**config.mk**
```make
export PLATFORM = sky130hd
export DESIGN_NAME = sdc_chopper
export DESIGN_NICKNAME = d
export VERILOG_FILES = /design/src/sdc_pkg.sv /design/src/sdc_chopper.sv
export SDC_FILE = /design/constraint.sdc
export NUM_CORES = 1
export LEC_CHECK = 0
export BUFFER_PORTS_ARGS = -buffer_cell sky130_fd_sc_hd__buf_4
export CAP_MARGIN = 0
export CORE_MARGIN = 10
export CORE_UTILIZATION = 50
export CTS_CLUSTER_SIZE = 25
export DETAILED_ROUTE_END_ITERATION = 8
export PLACE_DENSITY = 0.75
export SYNTH_ARGS = -nofsm -noshare
export SYNTH_HDL_FRONTEND = slang
export SYNTH_SLANG_ARGS = --single-unit
```
**constraint.sdc**
```tcl
create_clock -name CLK -period 14.4 [get_ports CLK]
set_input_delay 0.72 -clock CLK [delete_from_list [all_inputs] [get_ports CLK]]
set_output_delay 0.72 -clock CLK [all_outputs]
set_load 0.02 [all_outputs]
```
**src/sdc_pkg.sv**
```systemverilog
// Constants, encodings and lookup helpers for the decay chopper
package sdc_pkg;
	localparam int CLK_MHZ = 50;
	// Printed times in nanoseconds, converted to cycles rounding up
	localparam int BLANK_0900_NS = 900;
	localparam int BLANK_1200_NS = 1200;
	localparam int BLANK_1500_NS = 1500;
	localparam int BLANK_1800_NS = 1800;
	localparam int OFF_10_NS     = 10000;
	localparam int OFF_20_NS     = 20000;
	localparam int OFF_30_NS     = 30000;
	localparam logic [11:0] BLANK_0900 = 12'((BLANK_0900_NS * CLK_MHZ + 999) / 1000);
	localparam logic [11:0] BLANK_1200 = 12'((BLANK_1200_NS * CLK_MHZ + 999) / 1000);
	localparam logic [11:0] BLANK_1500 = 12'((BLANK_1500_NS * CLK_MHZ + 999) / 1000);
	localparam logic [11:0] BLANK_1800 = 12'((BLANK_1800_NS * CLK_MHZ + 999) / 1000);
	localparam logic [11:0] OFF_10     = 12'((OFF_10_NS * CLK_MHZ + 999) / 1000);
	localparam logic [11:0] OFF_20     = 12'((OFF_20_NS * CLK_MHZ + 999) / 1000);
	localparam logic [11:0] OFF_30     = 12'((OFF_30_NS * CLK_MHZ + 999) / 1000);
	// Register map (byte addresses) and reset values
	localparam logic [7:0]  ADDR_CTRL   = 8'h00;
	localparam logic [7:0]  ADDR_STATUS = 8'h04;
	localparam logic [7:0]  ADDR_TIMING = 8'h08;
	localparam logic        CTRL_RST    = 1'h1;
	// Tri-level pin codes
	localparam logic [1:0]  TRI_LO = 2'h0;
	localparam logic [1:0]  TRI_HI = 2'h1;
	localparam logic [1:0]  TRI_Z  = 2'h2;
	// Step mode code that means full step
	localparam logic [3:0]  FULL_STEP_CODE = 4'h0;
	// Fixed fast fractions in tenths
	localparam logic [3:0]  FRAC_30 = 4'h3;
	localparam logic [3:0]  FRAC_60 = 4'h6;
	typedef enum logic [2:0] {
		D_SLOW = 3'h0, D_M30 = 3'h1, D_M60 = 3'h2, D_M1B = 3'h3,
		D_M2B = 3'h4, D_FAST = 3'h5, D_MAD = 3'h6
	} sdc_decay_e;
	typedef enum logic [1:0] {
		S_IDLE = 2'h0, S_DRIVE = 2'h1, S_FAST = 2'h3, S_SLOW = 2'h2
	} sdc_state_e;
	// Decay pair for a decay-select code: {increasing, decreasing}
	function automatic logic [5:0] sdc_pair(input logic [1:0] hi, input logic [1:0] lo);
		logic [5:0] p;
		p = {D_SLOW, D_SLOW};
		case ({hi, lo})
			{TRI_LO, TRI_HI}: p = {D_SLOW, D_M2B};
			{TRI_HI, TRI_LO}: p = {D_SLOW, D_M30};
			{TRI_HI, TRI_HI}: p = {D_M30, D_M30};
			{TRI_LO, TRI_Z}:  p = {D_SLOW, D_M60};
			{TRI_HI, TRI_Z}:  p = {D_SLOW, D_FAST};
			{TRI_Z, TRI_LO}:  p = {D_M1B, D_M30};
			{TRI_Z, TRI_HI}:  p = {D_M60, D_M60};
			{TRI_Z, TRI_Z}:   p = {D_FAST, D_FAST};
			default:          p = {D_SLOW, D_SLOW};
		endcase
		return p;
	endfunction : sdc_pair
endpackage : sdc_pkg

```
**src/sdc_chopper.sv**
```systemverilog
// Decay chopper with adaptive blanking, adaptive tuning and undervoltage handling
//
// The APB register port and the register offsets were left to the implementer.
`timescale 1ns/1ps
`default_nettype none
// Summary of operation
// - Mixed decay runs fast decay first, then slow decay for remaining off time.
// - Mixed/mixed setting uses mixed decay on rising and falling microsteps.
// - Fast decay reverses the bridge and turns it off near zero current.
// - Slow/fast setting: fast only on falling steps, slow on rising steps.
// - Fast/fast setting uses fast decay on both step directions.
// - Tuning selection is captured only at power-up or sleep exit.
// - Tuning picks slow, mixed or fast itself and varies the fast fraction.
// - Overshoot in a cycle raises the fast fraction for the next cycle.
// - Long drive time lowers the fast fraction for the next cycle.
// - Tuning uses fast decay on falling-current microsteps.
// - Comparator ignored for the blanking interval, also the minimum drive time.
// - Full torque: 1.8/1.5/1.2/0.9 us by sine code band.
// - 75% torque: 1.5 us codes 5-16, 1.2 us 3-4, 0.9 us 1-2.
// - 50% torque 1.5/1.2/0.9 us; 25% torque 1.2 us high codes, else 0.9.
// - Supply undervoltage stops bridge and pump, fault low; release after resume.
// - Supply undervoltage keeps logic and indexer position alive.
// - Logic undervoltage resets logic and indexer and stops the aux regulator.
// - Fault output stays low throughout logic undervoltage.
// - Off-time, step-mode and decay pins are tri-level; the rest two-level.
// - Undriven two-level inputs read low through the weak pulldown.
// - Off-time pin: low 20 us, high 30 us, floating 10 us.
// - Tuning pin high overrides the decay-select pins.
// - Full-step mode always uses the increasing-step decay setting.
// - Decay-select pins map to the nine slow, mixed and fast pairings.
module sdc_chopper #(
	parameter int AF_MAX    = 8,
	parameter int LONG_MULT = 2
) (
	input  wire logic        CLK,
	input  wire logic        SYS_RST,
	input  wire logic        PSEL,
	input  wire logic        PENABLE,
	input  wire logic        PWRITE,
	input  wire logic [7:0]  PADDR,
	input  wire logic [31:0] PWDATA,
	output logic      [31:0] PRDATA,
	output logic             PREADY,
	output logic             PSLVERR,
	input  wire logic        OFF_TIME_SELECT_LVL,
	input  wire logic        OFF_TIME_SELECT_FLT,
	input  wire logic        DECAY_SELECT_LO_LVL,
	input  wire logic        DECAY_SELECT_LO_FLT,
	input  wire logic        DECAY_SELECT_HI_LVL,
	input  wire logic        DECAY_SELECT_HI_FLT,
	input  wire logic        STEP_MODE_SELECT_LO_LVL,
	input  wire logic        STEP_MODE_SELECT_LO_FLT,
	input  wire logic        STEP_MODE_SELECT_HI_LVL,
	input  wire logic        STEP_MODE_SELECT_HI_FLT,
	input  wire logic        TORQUE_SCALE_LO,
	input  wire logic        TORQUE_SCALE_HI,
	input  wire logic        TUNING_ENABLE_PIN,
	input  wire logic        SLEEP_IN_N,
	input  wire logic        ENABLE_IN,
	input  wire logic [4:0]  PIN_UNDRIVEN,
	input  wire logic [4:0]  SINE_CODE,
	input  wire logic        CURRENT_INCREASING,
	input  wire logic        WINDING_SENSE_INPUT,
	input  wire logic        CURRENT_NEAR_ZERO,
	input  wire logic        SUPPLY_UNDERVOLTAGE,
	input  wire logic        LOGIC_UNDERVOLTAGE,
	input  wire logic        FAULT_OUT_N_I,
	output logic             FAULT_OUT_N_O,
	output logic             FAULT_OUT_N_OE_N,
	output logic             BRIDGE_DRIVE,
	output logic             BRIDGE_FAST,
	output logic             BRIDGE_SLOW,
	output logic             SENSE_BLANKED,
	output logic             CHARGE_PUMP_EN,
	output logic             AUX_REGULATOR_EN,
	output logic             INDEXER_RUN
);
	import sdc_pkg::*;

	logic        rst;
	logic        rst_d;
	logic        sleep_d;
	logic        capture;
	logic        adaptive_on;
	logic        chop_en;
	logic [1:0]  trq;
	logic        tuning_enable_pin;
	logic        sleep_n;
	logic        enable;
	logic [1:0]  off_time_select_tri;
	logic [1:0]  dlo_tri;
	logic [1:0]  dhi_tri;
	logic [3:0]  mode_code;
	logic [11:0] blank_cyc;
	logic [11:0] off_time_select_cyc;
	logic [5:0]  pair;
	logic        inc_step;
	sdc_decay_e  eff_mode;
	logic [11:0] fast_cyc;
	logic [3:0]  afrac;
	sdc_state_e  state;
	sdc_state_e  next_state;
	logic [11:0] blank_left;
	logic [11:0] off_left;
	logic [11:0] fast_left;
	logic [12:0] drv_cnt;
	logic        fast_stop;
	logic        full_fast;
	logic        run;
	logic        tripped;
	logic        overshoot;
	logic        long_drive;
	logic        bridge_ok_d;
	logic        fault_n;

	// Logic undervoltage acts as a reset of all internal state except the fault flops, which only SYS_RST resets
	assign rst = SYS_RST | LOGIC_UNDERVOLTAGE;

	// Two-level pins: an undriven pin reads low through its pulldown
	assign trq     = {TORQUE_SCALE_HI & ~PIN_UNDRIVEN[1], TORQUE_SCALE_LO & ~PIN_UNDRIVEN[0]};
	assign tuning_enable_pin     = TUNING_ENABLE_PIN & ~PIN_UNDRIVEN[2];
	assign sleep_n = SLEEP_IN_N & ~PIN_UNDRIVEN[3];
	assign enable  = ENABLE_IN & ~PIN_UNDRIVEN[4];

	// Tri-level pins: floating beats the sensed level
	assign off_time_select_tri  = OFF_TIME_SELECT_FLT ? TRI_Z : {1'b0, OFF_TIME_SELECT_LVL};
	assign dlo_tri   = DECAY_SELECT_LO_FLT ? TRI_Z : {1'b0, DECAY_SELECT_LO_LVL};
	assign dhi_tri   = DECAY_SELECT_HI_FLT ? TRI_Z : {1'b0, DECAY_SELECT_HI_LVL};
	assign mode_code = {STEP_MODE_SELECT_HI_FLT ? TRI_Z : {1'b0, STEP_MODE_SELECT_HI_LVL},
		STEP_MODE_SELECT_LO_FLT ? TRI_Z : {1'b0, STEP_MODE_SELECT_LO_LVL}};

	// Off interval from the off-time pin
	always_comb
	begin
		case (off_time_select_tri)
			TRI_LO:  off_time_select_cyc = OFF_20;
			TRI_HI:  off_time_select_cyc = OFF_30;
			default: off_time_select_cyc = OFF_10;
		endcase
	end

	// Blanking interval by torque scale and sine code band
	always_comb
	begin
		blank_cyc = BLANK_0900;
		if (SINE_CODE >= 5'h09)
		begin
			case (trq)
				2'h0:    blank_cyc = BLANK_1800;
				2'h3:    blank_cyc = BLANK_1200;
				default: blank_cyc = BLANK_1500;
			endcase
		end
		else if (SINE_CODE >= 5'h05)
		begin
			case (trq)
				2'h0, 2'h1: blank_cyc = BLANK_1500;
				2'h2:       blank_cyc = BLANK_1200;
				default:    blank_cyc = BLANK_0900;
			endcase
		end
		else if (SINE_CODE >= 5'h03)
		begin
			blank_cyc = trq[1] ? BLANK_0900 : BLANK_1200;
		end
	end

	// Effective decay for this cycle; full step always counts as increasing
	assign pair     = sdc_pair(dhi_tri, dlo_tri);
	assign inc_step = CURRENT_INCREASING | (mode_code == FULL_STEP_CODE);
	always_comb
	begin
		if (adaptive_on)
		begin
			if (!inc_step)
				eff_mode = D_FAST;
			else if (afrac == 4'h0)
				eff_mode = D_SLOW;
			else if (afrac == 4'(AF_MAX))
				eff_mode = D_FAST;
			else
				eff_mode = D_MAD;
		end
		else
			eff_mode = sdc_decay_e'(inc_step ? pair[5:3] : pair[2:0]);
	end

	// Fast portion of the off interval
	always_comb
	begin
		case (eff_mode)
			D_M30:   fast_cyc = 12'((16'(off_time_select_cyc) * 16'(FRAC_30)) / 16'd10);
			D_M60:   fast_cyc = 12'((16'(off_time_select_cyc) * 16'(FRAC_60)) / 16'd10);
			D_M1B:   fast_cyc = blank_cyc;
			D_M2B:   fast_cyc = 12'({blank_cyc, 1'b0});
			D_FAST:  fast_cyc = off_time_select_cyc;
			D_MAD:   fast_cyc = 12'((16'(off_time_select_cyc) * 16'(afrac)) / 16'(AF_MAX));
			default: fast_cyc = 12'h000;
		endcase
	end

	// Tuning selection is sampled at reset release or sleep exit only
	assign capture = (rst_d & ~rst) | (sleep_n & ~sleep_d);
	always_ff @(posedge CLK)
	begin
		if (rst)
		begin
			rst_d       <= 1'b1;
			sleep_d     <= 1'b1;
			adaptive_on <= 1'b0;
		end
		else
		begin
			rst_d   <= 1'b0;
			sleep_d <= sleep_n;
			if (capture)
				adaptive_on <= tuning_enable_pin;
		end
	end

	// Chopper may run only when awake, enabled and supply is good
	assign run        = sleep_n & enable & ~SUPPLY_UNDERVOLTAGE & chop_en;
	assign tripped    = (state == S_DRIVE) && (blank_left == 12'h000) && WINDING_SENSE_INPUT;
	assign overshoot  = tripped && (drv_cnt == 13'(blank_cyc));
	assign long_drive = tripped && (drv_cnt > 13'(LONG_MULT) * 13'(blank_cyc));
	assign full_fast  = (off_left == fast_left);

	// Next chopper state
	always_comb
	begin
		next_state = state;
		case (state)
			S_IDLE:
				if (run)
					next_state = S_DRIVE;
			S_DRIVE:
				if (tripped)
					next_state = (fast_cyc != 12'h000) ? S_FAST : S_SLOW;
			S_FAST:
				if (off_left == 12'h000)
					next_state = S_DRIVE;
				else if (!full_fast && (fast_left == 12'h000 || CURRENT_NEAR_ZERO))
					next_state = S_SLOW;
			S_SLOW:
				if (off_left == 12'h000)
					next_state = S_DRIVE;
			default:
				next_state = S_IDLE;
		endcase
		if (!run)
			next_state = S_IDLE;
	end

	// State and interval counters
	always_ff @(posedge CLK)
	begin
		if (rst)
		begin
			state      <= S_IDLE;
			blank_left <= 12'h000;
			off_left   <= 12'h000;
			fast_left  <= 12'h000;
			drv_cnt    <= 13'h0000;
			fast_stop  <= 1'b0;
		end
		else
		begin
			state <= next_state;
			if (next_state == S_DRIVE && state != S_DRIVE)
			begin
				blank_left <= blank_cyc - 12'h001;
				drv_cnt    <= 13'h0001;
			end
			else if (state == S_DRIVE)
			begin
				if (blank_left != 12'h000)
					blank_left <= blank_left - 12'h001;
				if (drv_cnt != 13'h1fff)
					drv_cnt <= drv_cnt + 13'h0001;
			end
			if (tripped)
			begin
				off_left  <= off_time_select_cyc - 12'h001;
				fast_left <= (fast_cyc == 12'h000) ? 12'h000 : fast_cyc - 12'h001;
				fast_stop <= 1'b0;
			end
			else
			begin
				if (off_left != 12'h000)
					off_left <= off_left - 12'h001;
				if (fast_left != 12'h000)
					fast_left <= fast_left - 12'h001;
				if (state == S_FAST && CURRENT_NEAR_ZERO)
					fast_stop <= 1'b1;
			end
		end
	end

	// Adaptive fast fraction, one unit per PWM cycle, saturating
	always_ff @(posedge CLK)
	begin
		if (rst)
			afrac <= 4'h0;
		else if (adaptive_on && tripped)
		begin
			if (overshoot && afrac != 4'(AF_MAX))
				afrac <= afrac + 4'h1;
			else if (long_drive && afrac != 4'h0)
				afrac <= afrac - 4'h1;
		end
	end

	// Fault output released one cycle after the bridge is back
	always_ff @(posedge CLK)
	begin
		if (SYS_RST)
		begin
			bridge_ok_d <= 1'b0;
			fault_n     <= 1'b0;
		end
		else
		begin
			bridge_ok_d <= ~SUPPLY_UNDERVOLTAGE & ~LOGIC_UNDERVOLTAGE;
			fault_n     <= bridge_ok_d & ~SUPPLY_UNDERVOLTAGE & ~LOGIC_UNDERVOLTAGE;
		end
	end

	// Bridge, supplies and indexer; fast drive drops near zero current
	assign BRIDGE_DRIVE     = (state == S_DRIVE);
	assign BRIDGE_FAST      = (state == S_FAST) && !fast_stop;
	assign BRIDGE_SLOW      = (state == S_SLOW);
	assign SENSE_BLANKED    = (state == S_DRIVE) && (blank_left != 12'h000);
	assign CHARGE_PUMP_EN   = sleep_d & ~rst_d & ~SUPPLY_UNDERVOLTAGE;
	assign AUX_REGULATOR_EN = sleep_d & ~rst_d;
	assign INDEXER_RUN      = sleep_d & ~rst_d;
	assign FAULT_OUT_N_O    = 1'b0;
	assign FAULT_OUT_N_OE_N = fault_n; // Open drain: enable low pulls the line down

	// APB slave, zero wait states; read data is latched in the setup cycle
	assign PREADY = 1'b1;
	always_ff @(posedge CLK)
	begin
		if (rst)
		begin
			chop_en <= CTRL_RST;
			PRDATA  <= 32'h0000_0000;
			PSLVERR <= 1'b0;
		end
		else
		begin
			if (PSEL && !PENABLE)
			begin
				PSLVERR <= !(PADDR == ADDR_CTRL || PADDR == ADDR_STATUS || PADDR == ADDR_TIMING);
				case (PADDR)
					ADDR_CTRL:   PRDATA <= {31'h0, chop_en};
					ADDR_STATUS: PRDATA <= {16'h0, FAULT_OUT_N_I, fast_stop, adaptive_on, eff_mode,
						afrac, 4'h0, state};
					ADDR_TIMING: PRDATA <= {4'h0, off_time_select_cyc, 4'h0, blank_cyc};
					default:     PRDATA <= 32'h0000_0000;
				endcase
			end
			if (PSEL && PENABLE && PWRITE && PADDR == ADDR_CTRL)
				chop_en <= PWDATA[0];
		end
	end
endmodule : sdc_chopper
`default_nettype wire

```
# Word-level counts from Yosys, hierarchy flattened
# Memory sizes are Yosys's and may differ from the RTL's.
# Index checks and enable logic that the tools add are counted.
word_totals:
  reg_bits: 95
  ramBits: 0
  rom_bits: 96
  word_cells: 176
  latchBits: 0
  in_bits: 76
  mem_count: 1
  out_inout_bits: 43
classes:
  n_lt_le_gt_ge: 4
  muxes: 40
  addsub: 9
  n_eq_ne: 22
  bitwise: 28
  mul: 3
  n_reduce_logical: 51
  shift: 0
  n_div: 2
mem_list:
  columns: ["memory", "depth", "word_bits", "rd", "rd_ports_with_merged_regs", "write_ports", "line_no", "rtl"]
  rows:
  - ["(name not given)", 16, 6, 1, 0, 0, "sdc_pkg.sv:44", "case ({hi, lo})"]
op_table:
  columns: ["op", "count"]
  rows:
  - ["$mux 12", 10]
  - ["$pmux 28 s3", 1]
  - ["$pmux 12 s6", 1]
  - ["$sub 12x1->12 const B", 6]
  - ["$logic_not 12->1", 4]
  - ["$reduce_bool 12->1", 4]
  - ["$mul 12x2->14 const B", 2]
  - ["$pmux 7 s2", 2]
  - ["$mux 2", 11]
  - ["$pmux 11 s2", 1]
  - ["$div 14x4->16 const B", 1]
  - ["$div 15x4->16 const B", 1]
  - ["$logic_and 1x1->1", 16]
  - ["$and 1x1->1", 15]
  - ["$mul 12x4->15", 1]
  - ["$add 13x1->13 const B", 1]
  - ["$eq 13x12->1", 1]
  - ["$gt 13x13->1", 1]
  - ["$ne 13x13->1 const B", 1]
  - ["$eq 12x12->1", 1]
  - ["$mux 3", 4]
  - ["$reduce_bool 2->1", 6]
  - ["$mux 5", 2]
  - ["$not 1->1", 10]
  - ["other kinds (27)", 56]

# Longest topological paths before layout
logic_depth:
  ltp_word: 17
  mapped_depth: 32
  ltp_nobuf: 28

# Worst setup path after synthesis
# Ideal clock, no wire load.
synth_path:
  kind: "in2reg"
  startpoint: "input port STEP_MODE_SELECT_LO_LVL"
  endpoint: "register fast_left[4]"
  n_path_buf: 4
  setup_time_ns: 0.128
  path_slack_ns: 8.186
  cell_stages: 29
  arrival_ns: 6.085
  t_required_ns: 14.272
  cell_sequence: "nor4_4 o221a_4 buf_6 nor3_2 buf_2 nor2_1 buf_4 xnor2_1 nor2_1 ha_1 clkbuf_1 inv_1 o21ai_0 o2111a_1 a21boi_1 nor4_4 o221ai_4 o21ai_1 nor4_4 o311ai_4 a311o_1 o21ai_2 nor2b_1 ha_1 inv_1 or3_1 xor2_1 a22oi_1 nor2_1"
synth_via:
  elab_chain_cells: 10
  word_cells_on_any_way: 17
  cone_classes: "add/sub (1); eq/ne (6); mux (7); bitwise (1); reduce/logical (2)"
synth_rtl:
  columns: ["element", "line_no", "rtl"]
  rows:
  - ["start, declared", "sdc_chopper.sv:51", "input wire logic STEP_MODE_SELECT_LO_LVL,"]
  - ["$mux 2 *", "sdc_chopper.sv:130", "STEP_MODE_SELECT_LO_FLT ? TRI_Z : {1'b0, STEP_MODE_SELECT_LO_LVL}};"]
  - ["$logic_not 4->1 *", "sdc_chopper.sv:170", "assign inc_step = CURRENT_INCREASING | (mode_code == FULL_STEP_CODE);"]
  - ["$or 1x1->1 *", "sdc_chopper.sv:170", null]
  - ["$mux 3, on equally long branches", "sdc_chopper.sv:185, sdc_chopper.sv:175", null]
  - ["$mux 3 *", "sdc_chopper.sv:173", "if (adaptive_on)"]
  - ["$eq 3x3->1 (tied with other cells)", "sdc_chopper.sv:191", "case (eff_mode)"]
  - ["$pmux 12 s6 *", "sdc_chopper.sv:191", null]
  - ["$sub 12x1->12 or $logic_not 12->1 (tied branches)", "sdc_chopper.sv:284", "fast_left <= (fast_cyc == 12'h000) ? 12'h000 : fast_cyc - 12'h001;"]
  - ["$mux 12 *", "sdc_chopper.sv:284", null]
  - ["$mux 12 *", "sdc_chopper.sv:281", "if (tripped)"]
  - ["end signal, assigned", "sdc_chopper.sv:284", null]
  - ["end signal, assigned", "sdc_chopper.sv:292", "fast_left <= fast_left - 12'h001;"]
  - ["end, declared", "sdc_chopper.sv:105", "logic [11:0] fast_left;"]
# Every way passes the cells marked *; elsewhere a longest branch is shown, timed or not.
# A chain may end at the register's enable or synchronous reset.

# Worst setup path after layout
layout_path:
  startpoint: "register afrac[3]"
  endpoint: "register fast_left[3]"
layout_via:
  elab_chain_cells: 10
  word_cells_on_any_way: 18
  cone_classes: "add/sub (1); mul (1); eq/ne (7); mux (7); reduce/logical (2)"
layout_rtl:
  columns: ["element", "line_no", "rtl"]
  rows:
  - ["start, declared", "sdc_chopper.sv:100", "logic [3:0] afrac;"]
  - ["start signal, assigned", "sdc_chopper.sv:307", "afrac <= afrac + 4'h1;"]
  - ["start signal, assigned", "sdc_chopper.sv:309", "afrac <= afrac - 4'h1;"]
  - ["parallel branches: the longest is 6 deep, another holds $mul 12x4->15", null, null]
  - ["$pmux 12 s6 *", "sdc_chopper.sv:191", null]
  - ["$sub 12x1->12 or $logic_not 12->1 (tied branches)", "sdc_chopper.sv:284", null]
  - ["$mux 12 *", "sdc_chopper.sv:284", null]
  - ["$mux 12 *", "sdc_chopper.sv:281", null]
# Every way passes the cells marked *.

==> results.md <==
- Counting the buffers created by CTS gives 9.
- In the final layout, the share of cells above drive strength 1 is 15.65%.
- The cell depth of the worst hold path is 1.
- Sorting the synthesized cells by how often they occur yields sky130_fd_sc_hd__nor2_1 (120), sky130_fd_sc_hd__dfxtp_1 (83), sky130_fd_sc_hd__nand2_1 (69), sky130_fd_sc_hd__a21oi_1 (61).
- The first routing iteration left 569 violations.
- After clock tree synthesis, the flow added hold-fix buffers numbering 0.
- The path type of the worst min-delay path is register to register.
- The leakage power is 3.501 nW.
- Dividing the detail-routed via count by the number of cells gives 6.028.
- The first-pass GRT wire length is 32.20 mm.
- The smallest clock period supported by the final layout is computed as 7.792 ns.
- The post-route fraction of the period consumed by the critical path is 54.11%.
- For this run, the number of Yosys warnings is 0.
- The tree is rooted in a sky130_fd_sc_hd__clkbuf_16.
- The synthesized area is 7247 µm².
- The pin count of the biggest net entering global routing is 33.
- After synthesis, the netlist uses 98 different library cells.
- The number of antenna violations at the first check in global routing came to 0.
- In the final layout, flip-flops and latches occupy 1662 µm².
- Global routing consumed, on the met3 layer, 3.550% of the routing resources.
- Timing would allow up to 128.3 MHz.
- The gate count after technology mapping is 906.
- The initial utilization of the core area, before any placement, comes to 51.61%.
- The first detailed-routing pass took 5 iterations.
- The area of combinational cells with multiple inputs is 5161 µm².
- The cell with the most instances after synthesis is sky130_fd_sc_hd__nor2_1.
- Prior to clock tree synthesis, the placed netlist has a worst setup slack of 6.510 ns.
- The remaining antenna violation count after routing is 0.
- Data on the critical path is required at its endpoint by 14.65 ns.
- Power comes to 892.9 µW.
- Buffers added to address setup during post-CTS repair amount to 0.
- The floorplan step defined a die boundary enclosing 19710 µm².
- In the final routed layout, each cell accounts on average for 16.99 µm.
- Counting every sink on the clock net gives 83.
- The main flop type after synthesis is sky130_fd_sc_hd__dfxtp_1.
- The power per standard cell area is 109.1 nW/µm².
- The number of core rows is 43.
- TritonCTS built the clock tree.
- The clock latency reported for the late side of the worst-skew pair is 0.34 ns.
- The tool flagged a number of max-cap violations equal to 0.
- In this run the worst path has a maximum fanout of 16.
- The flow ran to the end, and the final reports show no timing, DRC or antenna violations.
- The sequential cell area fraction in the yosys report is 22.93%.
- Counting along the longest clock path gives a buffer depth of 2.
- Counting tap cells, the placed design contains a total of 1129 instances.
- For this run the aggregate overflow at the end of global routing stands at 0.
- Ranked by total cell area, the synthesized netlist is headed by sky130_fd_sc_hd__dfxtp_1 (23%), sky130_fd_sc_hd__ha_1 (7.3%), sky130_fd_sc_hd__nor2_1 (6.2%).
- Compared with the post-synthesis result, the final layout area differs by 12.97%.
- The detailed router placed 6902 vias in this run.
- The number of DRC violations after detailed routing is 0.
- The summed negative setup slack over all endpoints is 0 ns.
- After detailed routing, the total wire length is 19.45 mm.
- Across the routed clock network, the largest skew measured is 0.008891 ns.
- The number of synthesized register bits is 83.
- The arrival time of the worst setup path is 8.04 ns.
- The transition time of the tightest slew-check pin is 0.8907 ns.
- The worst setup path is captured at a register.
- The area share of the largest cell type after synthesis is 22.93%.
- The number of cells on the worst reg-to-reg path is 27.
- The final hold violation count is 0.
- The die is 140.4 µm tall.
- The synthesized design contains 0 enable-type register cells.
- The count of H-tree levels built during CTS is 3.
- Headroom to the max-slew limit came out at 40.16%.
- Across every metal layer, demand over resource in global routing totals 19.04%.
- After global routing, the most crowded layer is met2.
- The number of nets in the final layout is 1093.
- The worst setup path is of the register to register kind.
- Across the VDD grid, the largest voltage drop is 0.08552 mV.
- The number of antenna repair diodes is 0.
- The met1 track demand over resource in global routing is 25.62%.
- The global routing usage on met2 is 30.39%.
- The detailed-placement wirelength estimate is 14.87 mm.
- The via count of the first global-routing pass came to 6461.
- After clock tree synthesis, the clock-pin slew on the worst setup and hold paths is 0.06 ns.
- The number of pins with negative max-slew slack in the final report is 0.
- For this run, asynchronously set or reset flops after synthesis account for 0%.
- Of all cell types, the one taking the most synthesized area is sky130_fd_sc_hd__dfxtp_1.
- Setup repair after global routing left no endpoint under its margin.
- Once layout is complete, the cells apart from fillers number 1145.
- The kind of launch point of the worst setup path is a register.
- The floorplan step set the die width to 140.4 µm.
- The count of final setup violators is 0.
- 119 I/O pins were placed.
- The post-cts repair resize count is 0.
- The post-synthesis area per instance is 7.999 µm².
- The final worst setup slack is 6.608 ns.
- The area of the placeable core is 14040 µm².
- The number of input and output port buffers inserted is 78.
- The placer congestion estimate is 0.9282.
- The layout has 1279 filler cells.
==> critical path, stage by stage, from the launching register on <==
cell                        delay, ns
sky130_fd_sc_hd__dfxtp_1         0.60
sky130_fd_sc_hd__inv_1           0.22
sky130_fd_sc_hd__ha_1            0.29
sky130_fd_sc_hd__nor2_1          0.18
sky130_fd_sc_hd__o221a_4         0.28
sky130_fd_sc_hd__or3_1           0.54
sky130_fd_sc_hd__nand2_2         0.37
sky130_fd_sc_hd__nand2_2         0.30
sky130_fd_sc_hd__inv_2           0.12
sky130_fd_sc_hd__a21oi_1         0.21
sky130_fd_sc_hd__ha_1            0.41
sky130_fd_sc_hd__inv_1           0.23
sky130_fd_sc_hd__o21ai_0         0.16
sky130_fd_sc_hd__o21ai_0         0.22
sky130_fd_sc_hd__a211oi_1        0.37
sky130_fd_sc_hd__a21oi_1         0.09
sky130_fd_sc_hd__a31o_2          0.31
sky130_fd_sc_hd__nand4b_4        0.27
sky130_fd_sc_hd__a2111oi_0       0.66
sky130_fd_sc_hd__a311o_1         0.24
sky130_fd_sc_hd__o21ai_2         0.09
sky130_fd_sc_hd__nor2b_1         0.17
sky130_fd_sc_hd__ha_1            0.23
sky130_fd_sc_hd__o2111ai_2       0.12
sky130_fd_sc_hd__nor2_1          0.17
sky130_fd_sc_hd__nor2_1          0.34
sky130_fd_sc_hd__nand2_1         0.22
sky130_fd_sc_hd__o31ai_2         0.29
==> per-stage QoR <==
stage | instance area [µm²] | hold WS [ns] | utilization [%]
finish | 8187 | 0.4302 | 58.30
global route | 8187 | 0.4473 | 58.30
CTS | 8187 | 0.4355 | 58.30
detailed placement | 7866 | 0.4216 | 56.02
global placement | 7866 | 0.4171 | 56.02
floorplan | 7273 | 0.4057 | -
==> final timing paths <==
kind                    start                to  slack, ns
setup / recovery     afrac[3]      fast_left[3]       6.61
hold / removal    bridge_ok_d  FAULT_OUT_N_OE_N       0.43
setup reg to reg     afrac[3]      fast_left[3]       6.61
hold reg to reg   bridge_ok_d  FAULT_OUT_N_OE_N       0.43
==> cells by family after synthesis <==
logic type / after synthesis / synth area share (%)
mux: 4 / 0.5525
fa+ha+maj: 57 / 11.40
flops: 83 / 22.93
other cells: 2 / 0.1036
xor+xnor: 71 / 8.581
buf+inv: 95 / 6.215
simple gates: 352 / 24.86
compound gates: 242 / 25.36
==> cells in the final DEF, fill, tap and decap left out, types with 10 or more instances in the layout <==
cell type,count
sky130_fd_sc_hd__a211oi_1,17
sky130_fd_sc_hd__nand2_1,69
sky130_fd_sc_hd__buf_4,87
sky130_fd_sc_hd__and3_1,12
sky130_fd_sc_hd__a21oi_1,61
sky130_fd_sc_hd__a22oi_1,20
sky130_fd_sc_hd__dfxtp_1,83
sky130_fd_sc_hd__nor2_1,120
sky130_fd_sc_hd__nor2b_1,12
sky130_fd_sc_hd__nor3_1,34
sky130_fd_sc_hd__nand3_1,12
sky130_fd_sc_hd__nand2b_1,11
sky130_fd_sc_hd__a31oi_1,10
sky130_fd_sc_hd__xnor2_1,33
sky130_fd_sc_hd__ha_1,42
sky130_fd_sc_hd__or3_1,15
sky130_fd_sc_hd__inv_1,42
sky130_fd_sc_hd__o21ai_0,30
sky130_fd_sc_hd__fa_1,15
sky130_fd_sc_hd__xor2_1,38
sky130_fd_sc_hd__nand4_1,13
==> report_power, final <==
group,switching [mW],internal [mW]
logic,0.205,0.161
registers,0.0298,0.251
clock network,0.0900,0.157
total,0.325,0.568
==> registers in the layout (all words and copies together), names as in the netlist, 2 cells and up <==
signal	flops
state	2
drv_cnt	13
fast_left	12
off_left	12
PRDATA	20
afrac	4
blank_left	12
==> area by class of cell <==
| class | count | share of cell area (%) |
|---|---|---|
| Clock buffer | 12 | 3.011 |
| Clock inverter | 4 | 0.9017 |
| Inverter | 44 | 2.017 |
| Multi-Input combinational cell | 735 | 63.04 |
| Sequential cell | 83 | 20.30 |
| Tap cell | 180 | 2.751 |
| Timing Repair Buffer | 87 | 7.978 |
==> per-layer routing <==
metal  up-vias  wire [µm]
met3        33       1435
met5         -          0
met4         0        317
li1       3370          -
met1      3234       9024
met2       265       8672
Power figures use the tool's default switching activity.
